### config.mk
export PLATFORM = sky130hd
export DESIGN_NAME = buck_regulator_i2c_control
export DESIGN_NICKNAME = d
export VERILOG_FILES = /design/src/rtl/buck_ctrl_pkg.sv /design/src/rtl/buck_regulator_i2c_control.sv
export SDC_FILE = /design/constraint.sdc
export NUM_CORES = 1
export LEC_CHECK = 0
export BUFFER_PORTS_ARGS = -buffer_cell sky130_fd_sc_hd__buf_2
export CORE_AREA = 8 8 115 117
export CTS_CLUSTER_DIAMETER = 40
export DETAILED_ROUTE_END_ITERATION = 10
export DIE_AREA = 0 0 123 125
export GPL_ROUTABILITY_DRIVEN = 0
export PLACE_DENSITY = 0.58
export SLEW_MARGIN = 20
export SYNTH_ARGS = -nofsm -noshare
export SYNTH_HDL_FRONTEND = slang
export SYNTH_SLANG_ARGS = --single-unit
### constraint.sdc
create_clock -name CLK -period 4.6 [get_ports CLK]
set_input_delay 0.23 -clock CLK [delete_from_list [all_inputs] [get_ports CLK]]
set_output_delay 0.23 -clock CLK [all_outputs]
set_load 0.03 [all_outputs]
### src/rtl/buck_ctrl_pkg.sv
// constants shared by the regulator control block
// assumes a 250 MHz system clock and the serial control pins of the device
package buck_ctrl_pkg;
    // ------------------------------------------------------------
    // serial slave address and register offsets
    // ------------------------------------------------------------
    localparam logic [6:0] SLAVE_ADDR = 7'h68;
    localparam logic [7:0] OFS_OUTPUT_VOLTAGE_SELECT = 8'h00;
    localparam logic [7:0] OFS_SYSTEM_CONTROL_ONE = 8'h01;
    localparam logic [7:0] OFS_SYSTEM_CONTROL_TWO = 8'h02;
    // ------------------------------------------------------------
    // field positions
    // ------------------------------------------------------------
    localparam int SW_ENABLE_BIT = 7;
    localparam int FSW_LSB = 5;
    localparam int PG_WINDOW_BIT = 2;
    localparam int OVP_ENABLE_BIT = 1;
    localparam int CCM_BIT = 0;
    localparam int PERMIT_BIT = 5;
    localparam int DISCHARGE_BIT = 4;
    // ------------------------------------------------------------
    // reset values
    // ------------------------------------------------------------
    // code 78 -> 0.6 V + 78 * 3.9 mV, nearest step to 0.9031 V
    localparam logic [6:0] DEFAULT_REF_CODE = 7'h4e;
    localparam logic [7:0] RST_OUTPUT_VOLTAGE_SELECT = 8'hce;
    // fsw code 3'h2 (1.67 MHz), window both sides, ovp on, forced ccm
    localparam logic [7:0] RST_SYSTEM_CONTROL_ONE = 8'h47;
    // permit off, discharge off, slew 3'h6 (1 mV/us)
    localparam logic [7:0] RST_SYSTEM_CONTROL_TWO = 8'h06;
    // ------------------------------------------------------------
    // timing: one 3.9 mV step at 64 mV/us, doubled per slew code
    // ------------------------------------------------------------
    localparam int CLK_PERIOD_PS = 4000;
    localparam int STEP_TIME_64_PS = 60937;
    localparam int STEP_CYCLES_64 = STEP_TIME_64_PS / CLK_PERIOD_PS;
    // ------------------------------------------------------------
    // serial engine states
    // ------------------------------------------------------------
    typedef enum logic [2:0] {
        ST_IDLE = 3'b000,
        ST_ADDR = 3'b001,
        ST_ACK = 3'b010,
        ST_WDATA = 3'b011,
        ST_RDATA = 3'b100,
        ST_RACK = 3'b101
    } link_state_e;
endpackage

### src/rtl/buck_regulator_i2c_control.sv
// serial control logic of a step-down regulator: slave, registers, enable,
// reference ramp, input over-voltage latch and power-good output
// assumes analog comparators drive the status inputs asynchronously
//
// How it works
// - slave answers at 7-bit address 0x68 (0xd0 write, 0xd1 read).
// - bit 7 of output select register is the software converter enable.
// - converter runs only when enable pin and software enable are both high.
// - reset target is the 0.9031 V code; 3.9 mV steps from 0.6 V.
// - bits 6:0 of output select register hold the reference code.
// - control one bits 7:5 pick switching frequency, reset to 1.67 MHz.
// - window bit resets 1 (both sides); 0 flags only low excursions.
// - ovp bit resets 1; input above 6.3 V stops, below 6.05 V restarts.
// - with ovp bit cleared the converter ignores input over-voltage.
// - control one bit 0 resets 1 forced continuous; 0 is pulse skipping.
// - discharge bit resets 0; 1 enables the internal pull-down.
// - control two bits 2:0 pick one of eight reference slew rates.
// - reference ramps one step per slew period toward a new target.
// - two-sided power-good is high only inside the 85 to 115 % window.
`timescale 1ns/100ps
module buck_regulator_i2c_control (
    // clock and reset
    input wire logic CLK,
    input wire logic SYS_RST,
    // serial bus pins
    input wire logic SCL,
    input wire logic SDA_IN,
    output logic SDA_OUT,
    output logic SDA_OE,
    // pins and analog comparators
    input wire logic EN_PIN,
    input wire logic VIN_ABOVE_TRIP,
    input wire logic VIN_BELOW_RECOVER,
    input wire logic VOUT_ABOVE_WINDOW,
    input wire logic VOUT_BELOW_WINDOW,
    // converter core controls
    output logic CONVERTER_ON,
    output logic FORCED_CONTINUOUS_MODE,
    output logic [2:0] SWITCH_FREQ_CODE,
    output logic DISCHARGE_ENABLE,
    output logic [6:0] REFERENCE_CODE,
    // open-drain power-good pin
    output logic OUTPUT_IN_REGULATION_OUT,
    output logic OUTPUT_IN_REGULATION_OE
);
    // ------------------------------------------------------------
    // input synchronisers
    // ------------------------------------------------------------
    // bit map: 0 scl, 1 sda, 2 enable pin, 3 vin trip, 4 vin recover,
    // 5 vout above window, 6 vout below window
    logic [6:0] sync_a;
    logic [6:0] sync_b;
    logic scl_prev;
    logic sda_prev;
    always_ff @(posedge CLK or posedge SYS_RST) begin
        if (SYS_RST) begin
            sync_a <= 7'h03;
            sync_b <= 7'h03;
            scl_prev <= 1'b1;
            sda_prev <= 1'b1;
        end else begin
            sync_a <= {VOUT_BELOW_WINDOW, VOUT_ABOVE_WINDOW, VIN_BELOW_RECOVER,
                       VIN_ABOVE_TRIP, EN_PIN, SDA_IN, SCL};
            sync_b <= sync_a;
            scl_prev <= sync_b[0];
            sda_prev <= sync_b[1];
        end
    end
    logic scl;
    logic sda;
    logic scl_rise;
    logic scl_fall;
    logic start_cond;
    logic stop_cond;
    assign scl = sync_b[0];
    assign sda = sync_b[1];
    assign scl_rise = scl & ~scl_prev;
    assign scl_fall = ~scl & scl_prev;
    assign start_cond = scl & scl_prev & sda_prev & ~sda;
    assign stop_cond = scl & scl_prev & ~sda_prev & sda;

    function automatic logic [11:0] step_cycles(input logic [2:0] code);
        step_cycles = 12'(buck_ctrl_pkg::STEP_CYCLES_64) << code;
    endfunction

    // ------------------------------------------------------------
    // serial slave and register file
    // ------------------------------------------------------------
    buck_ctrl_pkg::link_state_e state;
    buck_ctrl_pkg::link_state_e next_state;
    logic [3:0] cnt;
    logic [3:0] next_cnt;
    logic [7:0] shreg;
    logic [7:0] next_shreg;
    logic [7:0] ptr;
    logic [7:0] next_ptr;
    logic rw;
    logic next_rw;
    logic first;
    logic next_first;
    logic sda_oe;
    logic next_sda_oe;
    logic [7:0] output_voltage_select;
    logic [7:0] next_output_voltage_select;
    logic [7:0] ctl1;
    logic [7:0] next_ctl1;
    logic [7:0] ctl2;
    logic [7:0] next_ctl2;
    logic [7:0] rdata;

    always_comb begin
        unique case (ptr)
            buck_ctrl_pkg::OFS_OUTPUT_VOLTAGE_SELECT: rdata = output_voltage_select;
            buck_ctrl_pkg::OFS_SYSTEM_CONTROL_ONE: rdata = ctl1;
            buck_ctrl_pkg::OFS_SYSTEM_CONTROL_TWO: rdata = ctl2;
            default: rdata = 8'h00;
        endcase
    end

    always_comb begin
        next_state = state;
        next_cnt = cnt;
        next_shreg = shreg;
        next_ptr = ptr;
        next_rw = rw;
        next_first = first;
        next_sda_oe = sda_oe;
        next_output_voltage_select = output_voltage_select;
        next_ctl1 = ctl1;
        next_ctl2 = ctl2;
        if (start_cond) begin
            next_state = buck_ctrl_pkg::ST_ADDR;
            next_cnt = 4'h0;
            next_sda_oe = 1'b0;
        end else if (stop_cond) begin
            next_state = buck_ctrl_pkg::ST_IDLE;
            next_sda_oe = 1'b0;
        end else begin
            unique case (state)
                buck_ctrl_pkg::ST_IDLE: begin
                end
                buck_ctrl_pkg::ST_ADDR, buck_ctrl_pkg::ST_WDATA: begin
                    if (scl_rise && cnt != 4'h8) begin
                        next_shreg = {shreg[6:0], sda};
                        next_cnt = cnt + 4'h1;
                    end else if (scl_fall && cnt == 4'h8) begin
                        next_cnt = 4'h0;
                        next_state = buck_ctrl_pkg::ST_ACK;
                        next_sda_oe = 1'b1;
                        if (state == buck_ctrl_pkg::ST_ADDR) begin
                            next_rw = shreg[0];
                            next_first = 1'b1;
                            if (shreg[7:1] != buck_ctrl_pkg::SLAVE_ADDR) begin
                                next_state = buck_ctrl_pkg::ST_IDLE;
                                next_sda_oe = 1'b0;
                            end
                        end else if (first) begin
                            next_ptr = shreg;
                            next_first = 1'b0;
                        end else begin
                            unique case (ptr)
                                buck_ctrl_pkg::OFS_OUTPUT_VOLTAGE_SELECT: next_output_voltage_select = shreg;
                                buck_ctrl_pkg::OFS_SYSTEM_CONTROL_ONE: next_ctl1 = shreg;
                                buck_ctrl_pkg::OFS_SYSTEM_CONTROL_TWO:
                                    next_ctl2 = shreg & 8'hf7;
                                default: begin
                                end
                            endcase
                            next_ptr = ptr + 8'h01;
                        end
                    end
                end
                buck_ctrl_pkg::ST_ACK: begin
                    if (scl_fall) begin
                        if (rw) begin
                            next_shreg = {rdata[6:0], 1'b0};
                            next_sda_oe = ~rdata[7];
                            next_cnt = 4'h1;
                            next_ptr = ptr + 8'h01;
                            next_state = buck_ctrl_pkg::ST_RDATA;
                        end else begin
                            next_sda_oe = 1'b0;
                            next_state = buck_ctrl_pkg::ST_WDATA;
                        end
                    end
                end
                buck_ctrl_pkg::ST_RDATA: begin
                    if (scl_fall) begin
                        if (cnt == 4'h8) begin
                            next_sda_oe = 1'b0;
                            next_state = buck_ctrl_pkg::ST_RACK;
                        end else begin
                            next_sda_oe = ~shreg[7];
                            next_shreg = {shreg[6:0], 1'b0};
                            next_cnt = cnt + 4'h1;
                        end
                    end
                end
                buck_ctrl_pkg::ST_RACK: begin
                    if (scl_rise) begin
                        next_state = sda ? buck_ctrl_pkg::ST_IDLE : buck_ctrl_pkg::ST_ACK;
                    end
                end
                default: next_state = buck_ctrl_pkg::ST_IDLE;
            endcase
        end
    end

    always_ff @(posedge CLK or posedge SYS_RST) begin
        if (SYS_RST) begin
            state <= buck_ctrl_pkg::ST_IDLE;
            cnt <= 4'h0;
            shreg <= 8'h00;
            ptr <= 8'h00;
            rw <= 1'b0;
            first <= 1'b0;
            sda_oe <= 1'b0;
            output_voltage_select <= buck_ctrl_pkg::RST_OUTPUT_VOLTAGE_SELECT;
            ctl1 <= buck_ctrl_pkg::RST_SYSTEM_CONTROL_ONE;
            ctl2 <= buck_ctrl_pkg::RST_SYSTEM_CONTROL_TWO;
        end else begin
            state <= next_state;
            cnt <= next_cnt;
            shreg <= next_shreg;
            ptr <= next_ptr;
            rw <= next_rw;
            first <= next_first;
            sda_oe <= next_sda_oe;
            output_voltage_select <= next_output_voltage_select;
            ctl1 <= next_ctl1;
            ctl2 <= next_ctl2;
        end
    end

    // ------------------------------------------------------------
    // converter control, reference ramp and power-good
    // ------------------------------------------------------------
    logic ovp_trip;
    logic next_ovp_trip;
    logic [11:0] ramp_cnt;
    logic [11:0] next_ramp_cnt;
    logic [6:0] ref_code;
    logic [6:0] next_ref_code;
    logic [6:0] target;
    logic conv_on;
    logic next_conv_on;
    logic pg_good;
    logic next_pg_good;

    always_comb begin
        // the default code stays until the permit bit is set
        target = ctl2[buck_ctrl_pkg::PERMIT_BIT] ? output_voltage_select[6:0]
                                                 : buck_ctrl_pkg::DEFAULT_REF_CODE;
        next_ovp_trip = ovp_trip;
        if (!ctl1[buck_ctrl_pkg::OVP_ENABLE_BIT]) begin
            next_ovp_trip = 1'b0;
        end else if (sync_b[3]) begin
            next_ovp_trip = 1'b1;
        end else if (sync_b[4]) begin
            next_ovp_trip = 1'b0;
        end
        next_conv_on = sync_b[2] & output_voltage_select[buck_ctrl_pkg::SW_ENABLE_BIT] & ~ovp_trip;
        next_ref_code = ref_code;
        next_ramp_cnt = 12'h000;
        if (ref_code != target) begin
            next_ramp_cnt = ramp_cnt + 12'h001;
            if (ramp_cnt + 12'h001 >= step_cycles(ctl2[2:0])) begin
                next_ramp_cnt = 12'h000;
                next_ref_code = (target > ref_code) ? ref_code + 7'h01 : ref_code - 7'h01;
            end
        end
        if (ctl1[buck_ctrl_pkg::PG_WINDOW_BIT]) begin
            next_pg_good = conv_on & ~sync_b[6] & ~sync_b[5];
        end else begin
            next_pg_good = conv_on & ~sync_b[6];
        end
    end

    always_ff @(posedge CLK or posedge SYS_RST) begin
        if (SYS_RST) begin
            ovp_trip <= 1'b0;
            ramp_cnt <= 12'h000;
            ref_code <= buck_ctrl_pkg::DEFAULT_REF_CODE;
            conv_on <= 1'b0;
            pg_good <= 1'b0;
        end else begin
            ovp_trip <= next_ovp_trip;
            ramp_cnt <= next_ramp_cnt;
            ref_code <= next_ref_code;
            conv_on <= next_conv_on;
            pg_good <= next_pg_good;
        end
    end

    // ------------------------------------------------------------
    // outputs from flip-flops, OUTPUT_IN_REGULATION_OE through an inverter, except SDA_OUT and OUTPUT_IN_REGULATION_OUT which are tied low
    // ------------------------------------------------------------
    assign SDA_OUT = 1'b0;
    assign SDA_OE = sda_oe;
    assign CONVERTER_ON = conv_on;
    assign FORCED_CONTINUOUS_MODE = ctl1[buck_ctrl_pkg::CCM_BIT];
    assign SWITCH_FREQ_CODE = ctl1[7:buck_ctrl_pkg::FSW_LSB];
    assign DISCHARGE_ENABLE = ctl2[buck_ctrl_pkg::DISCHARGE_BIT];
    assign REFERENCE_CODE = ref_code;
    assign OUTPUT_IN_REGULATION_OUT = 1'b0;
    assign OUTPUT_IN_REGULATION_OE = ~pg_good;
endmodule

==> out/results.tsv, run 1 <==
stage	metric	value	unit
yosys	top cell type's share of synthesized area	0.332	
yosys	#FFs+latches synth	87	
routing	DRC Markers	0	
worst_setup_path	CP Launch Type	flop	
sta	skew final	0.00611	ns
grt	GRT Total Usage	0.140	
sta	Final setup viols	0	
clock_tree	Post-CTS Setup Inserts	0	
yosys	Post-synth ARST share	1.00	
clock_tree	Clock Latency Late Sink	0.35	ns
clock_tree	CTS tree	built	
yosys	top_reg_cell synth	dfrtp_1	
floorplanning	DIE WIDTH	123	µm
placed_design	final HPWL from detailed placement	7330	µm
yosys	synth unique cells	63	
placed_design	Post-Place Cells	632	
grt	largest net degree at the start of global routing	51	
sta	RSZ-0062 raised after global routing	no	
power_and_ir_drop	power per cell area	439	nW/µm²
placed_design	port bufs	23	
finish	Post-Layout Cell Count	655	
floorplanning	Die Y	125	µm
yosys	top post-synthesis cells by area	dfrtp_1 (33%), dfstp_2 (11%), ha_1 (8.3%)	
sta	Slew Viols, Final	0	
min_path	class of the worst hold path	in2async	
clock_tree	CTS sink cnt	87	
finish	diode count	0	
yosys	Syn Std Cell Area	4970	µm²
routing	Via density	5.41	
grt	first-pass GRT wire length	17600	µm
power_and_ir_drop	VDD IR max	0.552	mV
sta	setup TNS	0	ns
yosys	Post-synth EDFFs	0	
finish	layout cell share with drive strength beyond 1	0.199	
power_and_ir_drop	Static Leak	2.51	nW
routing	drt pass-1 iters	4	
sta	post-layout minimum cycle time	3.53	ns
yosys	Syn. warnings	0	
clock_tree	Hold Buf Count CTS	7	
routing	final wirelength	10400	µm
worst_setup_path	Worst EP required	4.86	ns
clock_tree	Worst-path clk slew	0.07	ns
worst_setup_path	crit path capture type	flop	
sta	Hold Vio Cnt, Final	0	
yosys	Yosys top cell by area	dfrtp_1	
grt	vias in the first global route	3628	
floorplanning	Initial Util	0.428	
yosys	Synth Instances	478	
flow_run	maxcap violations	0	
floorplanning	Rows	40	
routing	remaining antenna violation count	0	
clock_tree	# resized after CTS	0	
sta	Tcrit/Tclk final	0.768	
floorplanning	die area	15400	µm²
floorplanning	I/O pins	26	
clock_tree	clock tree buffer depth	2	
worst_setup_path	Crit Path Category	reg2reg	
run_status	status	complete, no violations	
finish	P&R area growth vs syn	11.1	%
routing	Via Count	3542	
yosys	Seq/Total Area, Yosys	0.443	
yosys	syn_area_per_cell	10.4	µm²
sta	Max-Slew Margin vs Limit	0.305	
worst_setup_path	CP max FO	9	
routing	Iter 0 DRT Violations	160	
clock_tree	H-tree Lvls	3	
finish	fin util	0.475	
clock_tree	CTS Root Buffer Type	clkbuf_16	
routing	routed length per placed instance	15.9	µm
grt	GR Overflow Total	0	
floorplanning	CORE AREA	11600	µm²
grt	initial antenna violation count	0	
finish	final net count	546	
clock_tree	Inserted Clock Buffers	9	
worst_setup_path	Critical Path AT	3.79	ns
sta	FMAX	283	MHz
sta	Worst-Margin Slew	1.04	ns
-- area by class of cell --
cell class / count / area [µm²]
inverter: 25 / 95.1
clock inverter: 7 / 61.3
clock buffer: 9 / 225
tap: 147 / 184
sequential: 87 / 2200
fill: 1121 / 6090
multi-input combinational: 349 / 2560
timing repair buffer: 31 / 193
-- Yosys cell counts, types with 5 or more instances --
library cell,number
a211oi_1,7
a21o_1,5
a21oi_1,35
a222oi_1,5
buf_4,6
clkbuf_1,6
dfrtp_1,66
dfstp_2,21
ha_1,33
inv_1,25
mux2_2,6
mux2_4,16
mux2i_1,5
nand2_1,38
nand2b_1,13
nand3_1,25
nand3b_1,6
nor2_1,26
nor2b_1,11
nor3_1,7
o21ai_0,25
o22ai_1,6
xnor2_1,10
xor2_1,9
-- worst max-delay path: stages (launching register included) --
cell and delay [ns]:
dfrtp_1 0.46, and2_1 0.18, ha_1 0.28, and4_1 0.20, a21boi_0 0.15, o31ai_2 0.64, ha_1 0.41, a211oi_1 0.33
o21bai_1 0.13, a21oi_1 0.19, xnor2_1 0.15, nand3_1 0.12, xnor2_1 0.20
-- cells by family (layout without fill, tap and decap cells) --
kind of cell / count (synthesis) / count (layout) / share of synthesized area
mux: 28 / 28 / 0.0743
other cells: 1 / 3 / 0.000755
buf+inv: 44 / 72 / 0.0446
fa+ha+maj: 34 / 34 / 0.0871
flops: 87 / 87 / 0.443
simple gates: 157 / 157 / 0.180
xor+xnor: 19 / 19 / 0.0335
compound gates: 108 / 108 / 0.137
-- where the power goes --
part	switching, mW	total [mW]	internal (mW)
Clock	0.330	0.707	0.376
Combinational	0.418	0.726	0.308
Sequential	0.124	0.990	0.866
-- layer usage --
layer  GRT usage  share of wire  vias up
met5           0              0        -
met4      0.0425          0.013        0
met3      0.0324          0.032       11
met2       0.233           0.49       44
met1       0.177           0.46     1751
li1            -              -     1736
-- cells in the final DEF, fill, tap and decap left out, drive strengths merged, types with 3 or more instances in the layout --
cell and count:
mux2 23, nor2b 11, nand4 4, o21ai 27, a21o 5, o22ai 6
nand3 25, a31oi 4, nand2 40, buf 24, nand2b 14, o21bai 4
a21oi 35, ha 33, dfrtp 66, xor2 9, clkbuf 9, dlygate4sd3 7
mux2i 5, inv 28, o21a 4, dfstp 21, a222oi 5, nor2 29
o31ai 3, a211oi 8, conb 3, nor3 8, nand3b 6, xnor2 10
-- flip-flops by register name, summed over array words and instances, names as in the netlist, 3 cells and up --
register,cells
sync_a,7
ramp_cnt,12
shreg,8
output_voltage_select,8
cnt,4
ptr,8
sync_b,7
REFERENCE_CODE,7
ctl2,7
ctl1,8
state,3
-- through the flow --
| stage | total power, mW | cell area, µm² | hold WS [ns] | setup slack, ns |
|---|---|---|---|---|
| floorplan | 1.53 | 4980 | 0.234 | 1.28 |
| global route | 2.57 | 5520 | 0.0945 | 0.855 |
| detailed placement | 1.70 | 5160 | 0.336 | 0.967 |
| finish | 2.42 | 5520 | 0.0272 | 1.07 |
| CTS | 2.44 | 5510 | 0.0437 | 0.785 |
| global placement | 1.69 | 5160 | 0.332 | 1.06 |
-- worst paths after layout --
path                           start  slack [ns]  cells past startpoint           endpoint
min in group CLK           sync_a[2]        0.34                      0          sync_b[2]
max in group asynchronous    SYS_RST        3.54                      3  REFERENCE_CODE[6]
max                          ctl2[5]        1.07                     12  REFERENCE_CODE[6]
max reg2reg                  ctl2[5]        1.07                     12  REFERENCE_CODE[6]
min                          SYS_RST        0.03                      2          sync_a[4]
min reg2reg                sync_a[2]        0.34                      0          sync_b[2]
Power figures use the tool's default switching activity.
==> run 2: changes to the inputs <==
--- a/config.mk
+++ b/config.mk
@@ -5,13 +5,14 @@
 export SDC_FILE = /design/constraint.sdc
 export NUM_CORES = 1
 export LEC_CHECK = 0
+export ABC_AREA = 1
 export BUFFER_PORTS_ARGS = -buffer_cell sky130_fd_sc_hd__buf_2
 export CORE_AREA = 8 8 115 117
 export CTS_CLUSTER_DIAMETER = 40
 export DETAILED_ROUTE_END_ITERATION = 10
 export DIE_AREA = 0 0 123 125
 export GPL_ROUTABILITY_DRIVEN = 0
-export PLACE_DENSITY = 0.58
+export PLACE_DENSITY = 0.59
 export SLEW_MARGIN = 20
 export SYNTH_ARGS = -nofsm -noshare
 export SYNTH_HDL_FRONTEND = slang
==> constraint.sdc (replaced) <==
create_clock -name CLK -period 3.67 [get_ports CLK]
set_input_delay 0.1835 -clock CLK [delete_from_list [all_inputs] [get_ports CLK]]
set_output_delay 0.1835 -clock CLK [all_outputs]
set_load 0.03 [all_outputs]
==> run 2 against run 1 <==
Design area up 1.7%. Critical endpoint is now REFERENCE_CODE[5]. Sequential power up 41%. Clock power up 32%. Setup slack worse by 0.27 ns. Critical path type unchanged.
==> out/results.tsv, run 2 <==
stage	metric	value	unit
run_status	status	complete, no violations	
grt	first-pass GRT wire length	18700	µm
placed_design	Place WS	0.800	ns
clock_tree	CTS Root Buffer Type	clkbuf_16	
finish	Post-Layout Cell Count	796	
power_and_ir_drop	Flop pwr share	0.350	
routing	DRC Markers	0	
grt	GR Overflow Total	0	
worst_setup_path	register-to-register setup slack	0.79	ns
sta	RSZ-0062 raised after global routing	no	
yosys	Syn. warnings	0	
yosys	Post-synth ARST share	1.00	
floorplanning	die area	15400	µm²
worst_setup_path	worst path cell trace	inv_1 -> ha_1 -> nand2_1 -> nor2_1 -> nand4_1 -> buf_4 -> nand2_1 -> ha_1 -> a21oi_1 -> nand2_1 -> nand2_1 -> nand2_1 -> a21oi_1 -> xnor2_1 -> nand3_1 -> nand2_1	
routing	final wirelength	10900	µm
yosys	syn_area_per_cell	8.16	µm²
power_and_ir_drop	VDD IR max	0.467	mV
grt	vias in the first global route	4027	
finish	fin util	0.483	
power_and_ir_drop	P_sw	1.68	mW
worst_setup_path	Worst EP required	3.96	ns
worst_setup_path	CP max FO	11	
worst_setup_path	Crit path depth	16	
placed_design	final HPWL from detailed placement	8040	µm
worst_setup_path	delay-heaviest family, CP	simple AND/OR/NAND/NOR gates	
finish	commonest non-fill, non-tap cell in the layout	nand2_1	
sta	skew final	0.0106	ns
floorplanning	Initial Util	0.430	
yosys	synth cell count leaders	nand2_1 (146), inv_1 (84), dfrtp_1 (66), nor2_1 (55), nand3_1 (39)	
finish	Reg with most FFs	ramp_cnt	
routing	Iter 0 DRT Violations	239	
sta	Max-Slew Margin vs Limit	0.559	
worst_setup_path	Crit Path Category	reg2reg	
placed_design	Post-Place Cells	772	
floorplanning	CORE AREA	11600	µm²
yosys	Seq/Total Area, Yosys	0.441	
finish	P&R area growth vs syn	12.3	%
power_and_ir_drop	combinational power share	0.416	
clock_tree	Post-CTS Setup Inserts	0	
power_and_ir_drop	power per cell area	712	nW/µm²
clock_tree	clock tree buffer depth	2	
sta	FMAX	348	MHz
sta	Hold WS	0.348	ns
sta	Slew Viols, Final	0	
sta	final setup margin	0.792	ns
clock_tree	Inserted Clock Buffers	9	
worst_setup_path	CP max-delay cell	dfstp_2	
sta	Worst-Margin Slew	0.660	ns
routing	drt pass-1 iters	5	
finish	commonest non-fill, non-tap cells in the layout	nand2_1 (146), inv_1 (83), dfrtp_1 (66)	
yosys	top-count cell post-synth	nand2_1	
power_and_ir_drop	Internal Power	2.32	mW
worst_setup_path	reg2reg path depth	16	
routing	Via Count	4018	
floorplanning	DIE WIDTH	123	µm
grt	largest net degree at the start of global routing	40	
finish	layout cell share with drive strength beyond 1	0.145	
routing	routed length per placed instance	13.8	µm
finish	filler cell count in the final layout	1148	
worst_setup_path	Critical Path AT	3.16	ns
worst_setup_path	crit path capture type	flop	
power_and_ir_drop	Static Leak	2.76	nW
yosys	synth unique cells	43	
worst_setup_path	CP most frequent cell	nand2_1	
worst_setup_path	CP Launch Type	flop	
sta	post-layout minimum cycle time	2.88	ns
finish	diode count	0	
floorplanning	I/O pins	26	
routing	Via density	5.05	
clock_tree	Worst-path clk slew	0.07	ns
clock_tree	# resized after CTS	0	
power_and_ir_drop	Clock power frac	0.234	
routing	remaining antenna violation count	0	
sta	Final setup viols	0	
worst_setup_path	CP Launch Point	REFERENCE_CODE[6]	
worst_setup_path	WP buf/inv	2	
placed_design	port bufs	23	
sta	setup TNS	0	ns
clock_tree	CTS sink cnt	87	
clock_tree	Clock Latency Late Sink	0.35	ns
worst_setup_path	R2R Path Start	REFERENCE_CODE[6]	
sta	Tcrit/Tclk final	0.784	
flow_run	maxcap violations	0	
yosys	top post-synthesis cells by area	dfrtp_1 (33%), dfstp_2 (11%), nand2_1 (11%)	
yosys	#FFs+latches synth	87	
power_and_ir_drop	Sw Share	0.420	
grt	initial antenna violation count	0	
clock_tree	CTS tree	built	
min_path	class of the worst hold path	reg2reg	
floorplanning	Die Y	125	µm
floorplanning	Rows	40	
finish	max reg flops	12	
worst_setup_path	RR Endpoint	REFERENCE_CODE[5]	
finish	final net count	687	
yosys	top_reg_cell synth	dfrtp_1	
clock_tree	H-tree Lvls	3	
yosys	Yosys top cell by area	dfrtp_1	
worst_setup_path	Setup crit end	REFERENCE_CODE[5]	
yosys	top cell type's share of synthesized area	0.331	
grt	GRT Total Usage	0.150	
sta	Hold Vio Cnt, Final	0	
yosys	Syn Std Cell Area	5000	µm²
worst_setup_path	Worst path max stage delay	0.55	ns
yosys	Synth Instances	612	
yosys	Post-synth EDFFs	0	
==> run 2: worst register-to-register path, delay by kind of cell (launching register included) <==
family	cells	cell delay (ns)
AOI/OAI and AO/OA	2	0.32
xor gates and xnor gates	1	0.14
adders and majority gates	2	0.64
buffers and inverters	2	0.25
DFF	1	0.55
and+or+nand+nor	9	0.94
==> run 2: area by class of cell <==
class,instances,area (µm²),share of cell area
clock buffers,9,225,0.0401
clock inverters,7,81.3,0.0145
inverters,86,324,0.0578
multi-input cells,426,2370,0.423
flip-flops and latches,87,2200,0.393
well taps,147,184,0.0328
repair buffers,34,218,0.0388
==> run 2: what timing repair did <==
item	CTS	global route
setup endpoints to repair	0	0
hold endpoints to repair	42	0
hold buffers	8	0
==> run 2: how the worst min path moves through the flow <==
stage / startpoint / endpoint / cells after the start
6_report: sync_a[3] / sync_b[3] / 0
3_3_place_gp: SDA_IN / sync_a[1] / 1
2_1_floorplan: SCL / sync_a[0] / 0
3_5_place_dp: SCL / sync_a[0] / 1
4_1_cts: sync_a[4] / sync_b[4] / 0
5_1_grt: sync_a[3] / sync_b[3] / 0
==> run 2: cells by family (layout without fill, tap and decap cells) <==
kind of cell	Yosys count	after routing	share of synthesized area
buffers and inverters	101	136	0.0851
multiplexers	1	1	0.00225
flip-flops	87	87	0.441
AO/OA/AOI/OAI	96	96	0.112
other	1	3	0.000751
AND/OR/NAND/NOR	278	278	0.248
XOR/XNOR	14	14	0.0245
adder cells (fa/ha/maj)	34	34	0.0867
==> run 2: power by group through the flow <==
stage	combinational, mW	sequential (mW)	clock [mW]
detailed placement	1.66	1.41	0
global route	1.92	1.42	1.00
global placement	1.61	1.40	0
finish	1.66	1.40	0.936
CTS	1.68	1.40	0.969
floorplan	1.25	1.44	0
==> run 2: metrics by stage <==
| stage | cell area (µm²) | power [mW] |
|---|---|---|
| final | 5610 | 4.00 |
| after global routing | 5610 | 4.34 |
| after CTS | 5610 | 4.04 |
| after detailed placement | 5220 | 3.07 |
| after global placement | 5220 | 3.01 |
| after floorplan | 5000 | 2.69 |
==> run 2: routing by layer <==
metal | GRT usage | part of all wire
met5 | 0 | 0
met4 | 0.0581 | 0.019
met3 | 0.0356 | 0.037
met2 | 0.254 | 0.50
met1 | 0.179 | 0.45
==> run 3: changes to the inputs <==
--- a/config.mk
+++ b/config.mk
@@ -5,14 +5,14 @@
 export SDC_FILE = /design/constraint.sdc
 export NUM_CORES = 1
 export LEC_CHECK = 0
-export ABC_AREA = 1
+export ABC_AREA = 0
 export BUFFER_PORTS_ARGS = -buffer_cell sky130_fd_sc_hd__buf_2
 export CORE_AREA = 8 8 115 117
 export CTS_CLUSTER_DIAMETER = 40
 export DETAILED_ROUTE_END_ITERATION = 10
 export DIE_AREA = 0 0 123 125
 export GPL_ROUTABILITY_DRIVEN = 0
-export PLACE_DENSITY = 0.59
+export PLACE_DENSITY = 0.61
 export SLEW_MARGIN = 20
 export SYNTH_ARGS = -nofsm -noshare
 export SYNTH_HDL_FRONTEND = slang
==> constraint.sdc (replaced) <==
create_clock -name CLK -period 2.4 [get_ports CLK]
set_input_delay 0.12 -clock CLK [delete_from_list [all_inputs] [get_ports CLK]]
set_output_delay 0.12 -clock CLK [all_outputs]
set_load 0.03 [all_outputs]
==> run 3 against run 2 <==
The flow now finishes with violations (setup timing). Setup slack worse by 1.1 ns. Die area stayed put. First-iteration DRC count down 35%. Global-route usage rose by 0.32 points. Clock skew shrank 0.0026 ns. Largest power group unchanged. Highest routed layer unchanged.
==> out/results.tsv, run 3 (same netlist as run 1, synthesis figures left out) <==
stage	metric	value	unit
clock_tree	H-tree Lvls	3	
grt	GR Overflow Total	0	
routing	DRC Markers	0	
power_and_ir_drop	Flop pwr share	0.335	
sta	Final setup viols	18	
worst_setup_path	WP buf/inv	1	
finish	diode count	0	
sta	skew final	0.00807	ns
routing	Via Count	3830	
sta	Slew Viols, Final	0	
finish	commonest non-fill, non-tap cells in the layout	buf_4 (64), dfrtp_1 (63), nand2_1 (38)	
sta	Hold Vio Cnt, Final	0	
placed_design	final HPWL from detailed placement	7880	µm
sta	Max-Slew Margin vs Limit	0.560	
finish	layout cell share with drive strength beyond 1	0.377	
grt	first-pass GRT wire length	19000	µm
worst_setup_path	crit path capture type	flop	
clock_tree	Worst-path clk slew	0.07	ns
placed_design	Post-Place Cells	690	
finish	final net count	616	
power_and_ir_drop	total power	5.50	mW
finish	filler cell count in the final layout	1001	
sta	setup TNS	-3.83	ns
routing	Iter 0 DRT Violations	155	
sta	RSZ-0062 raised after global routing	yes	
routing	Via density	5.28	
clock_tree	Inserted Clock Buffers	9	
clock_tree	CTS tree	built	
worst_setup_path	CP max-delay cell	dfrtp_2	
run_status	status	finished, violations left	
grt	GRT Total Usage	0.153	
routing	drt pass-1 iters	5	
routing	final wirelength	11000	µm
clock_tree	CTS sink cnt	87	
clock_tree	CTS Root Buffer Type	clkbuf_16	
worst_setup_path	Worst EP required	2.67	ns
placed_design	port bufs	23	
power_and_ir_drop	Internal Power	3.66	mW
finish	P&R area growth vs syn	29.5	%
finish	Post-Layout Cell Count	725	
min_path	class of the worst hold path	reg2reg	
finish	commonest non-fill, non-tap cell in the layout	buf_4	
worst_setup_path	CP Launch Type	flop	
sta	post-layout minimum cycle time	2.73	ns
worst_setup_path	Worst path max stage delay	0.43	ns
worst_setup_path	CP max FO	8	
power_and_ir_drop	combinational power share	0.414	
grt	vias in the first global route	3937	
run_status	failing checks	setup timing	
grt	initial antenna violation count	0	
worst_setup_path	CP most frequent cell	xnor2_1	
sta	Tcrit/Tclk final	1.14	
finish	max reg flops	12	
clock_tree	clock tree buffer depth	2	
floorplanning	Die Y	125	µm
worst_setup_path	worst path cell trace	and2_4 -> ha_4 -> and4_1 -> a21boi_4 -> o31ai_4 -> buf_12 -> fa_2 -> a211oi_2 -> o21bai_1 -> a21oi_2 -> xnor2_1 -> nand3_1 -> xnor2_1	
power_and_ir_drop	Clock power frac	0.251	
power_and_ir_drop	P_sw	1.84	mW
worst_setup_path	delay-heaviest family, CP	compound AO/OA/AOI/OAI gates	
placed_design	Place WS	-0.421	ns
sta	FMAX	366	MHz
floorplanning	CORE AREA	11600	µm²
sta	final setup margin	-0.330	ns
sta	Hold WS	0.354	ns
power_and_ir_drop	Static Leak	2.94	nW
floorplanning	Rows	40	
placed_design	Area after DPL	5770	µm²
worst_setup_path	Crit Path Category	reg2reg	
floorplanning	die area	15400	µm²
routing	remaining antenna violation count	0	
flow_run	maxcap violations	0	
worst_setup_path	Critical Path AT	3.00	ns
power_and_ir_drop	VDD IR max	0.944	mV
clock_tree	Clock Latency Late Sink	0.34	ns
finish	Post-Layout Inst Area	6430	µm²
power_and_ir_drop	Sw Share	0.334	
sta	Worst-Margin Slew	0.657	ns
finish	Reg with most FFs	ramp_cnt	
floorplanning	I/O pins	26	
grt	largest net degree at the start of global routing	58	
power_and_ir_drop	power per cell area	855	nW/µm²
floorplanning	DIE WIDTH	123	µm
finish	fin util	0.554	
routing	routed length per placed instance	15.2	µm
floorplanning	Initial Util	0.428	
run 3: changes by cell type in the layout (fill, tap and decap cells not counted), sizes merged, moves of 9 or more:
cell	before	now
nand2	150	40
buf	26	92
inv	85	25
nor2	62	29
o21ai	52	27
mux2	1	23
nand3	41	25
nand2b	0	15
nor2b	0	11
a21oi	26	35
run 3: power groups by stage:
stage	logic (mW)	registers (mW)	clock network, mW
finish	2.28	1.84	1.38
global route	2.50	1.87	1.49
CTS	2.22	1.85	1.43
detailed placement	2.02	1.87	0
global placement	1.97	1.86	0
floorplan	1.13	1.97	0
run 3: repair_timing:
item	in CTS	in global routing
resized for setup	20	17
hold endpoints to repair	33	0
hold buffers	8	0
setup endpoints to repair	18	25
gates cloned	1	0
buffers inserted	8	2
pin swaps	23	12
run 3: area by class of cell:
cell class	instances	area, µm²	share of cell area
well taps	147	184	0.0286
inverters	25	97.6	0.0152
clock inverters	6	61.3	0.00953
multi-input cells	350	2900	0.450
repair buffers	100	758	0.118
flip-flops and latches	87	2210	0.343
clock buffers	10	229	0.0356
run 3: final timing paths:
check | start | cells after the start | slack [ns] | to
min | sync_a[5] | 0 | 0.35 | sync_b[5]
max in group asynchronous | SYS_RST | 4 | 1.30 | sync_a[1]
max | ctl2[5] | 13 | -0.33 | REFERENCE_CODE[6]
min reg2reg | sync_a[5] | 0 | 0.35 | sync_b[5]
min in group asynchronous | SYS_RST | 3 | 0.37 | sync_a[2]
max reg2reg | ctl2[5] | 13 | -0.33 | REFERENCE_CODE[6]
run 3: metal layers:
layer / vias up / part of all wire / wire, µm / track usage
li1: 1881 / - / - / -
met3: 18 / 0.034 / 376 / 0.0347
met5: - / 0 / 0 / 0
met1: 1861 / 0.42 / 4660 / 0.179
met2: 70 / 0.52 / 5760 / 0.267
met4: 0 / 0.021 / 235 / 0.0560
run 3: worst register-to-register path: cells and delay by family, from the launching register on:
kind                       cells  cell delay (ns)
AOI/OAI and AO/OA              5             0.72
adders and majority gates      2             0.63
and+or+nand+nor                3             0.45
DFF                            1             0.43
xor gates and xnor gates       2             0.28
buffers and inverters          1             0.15
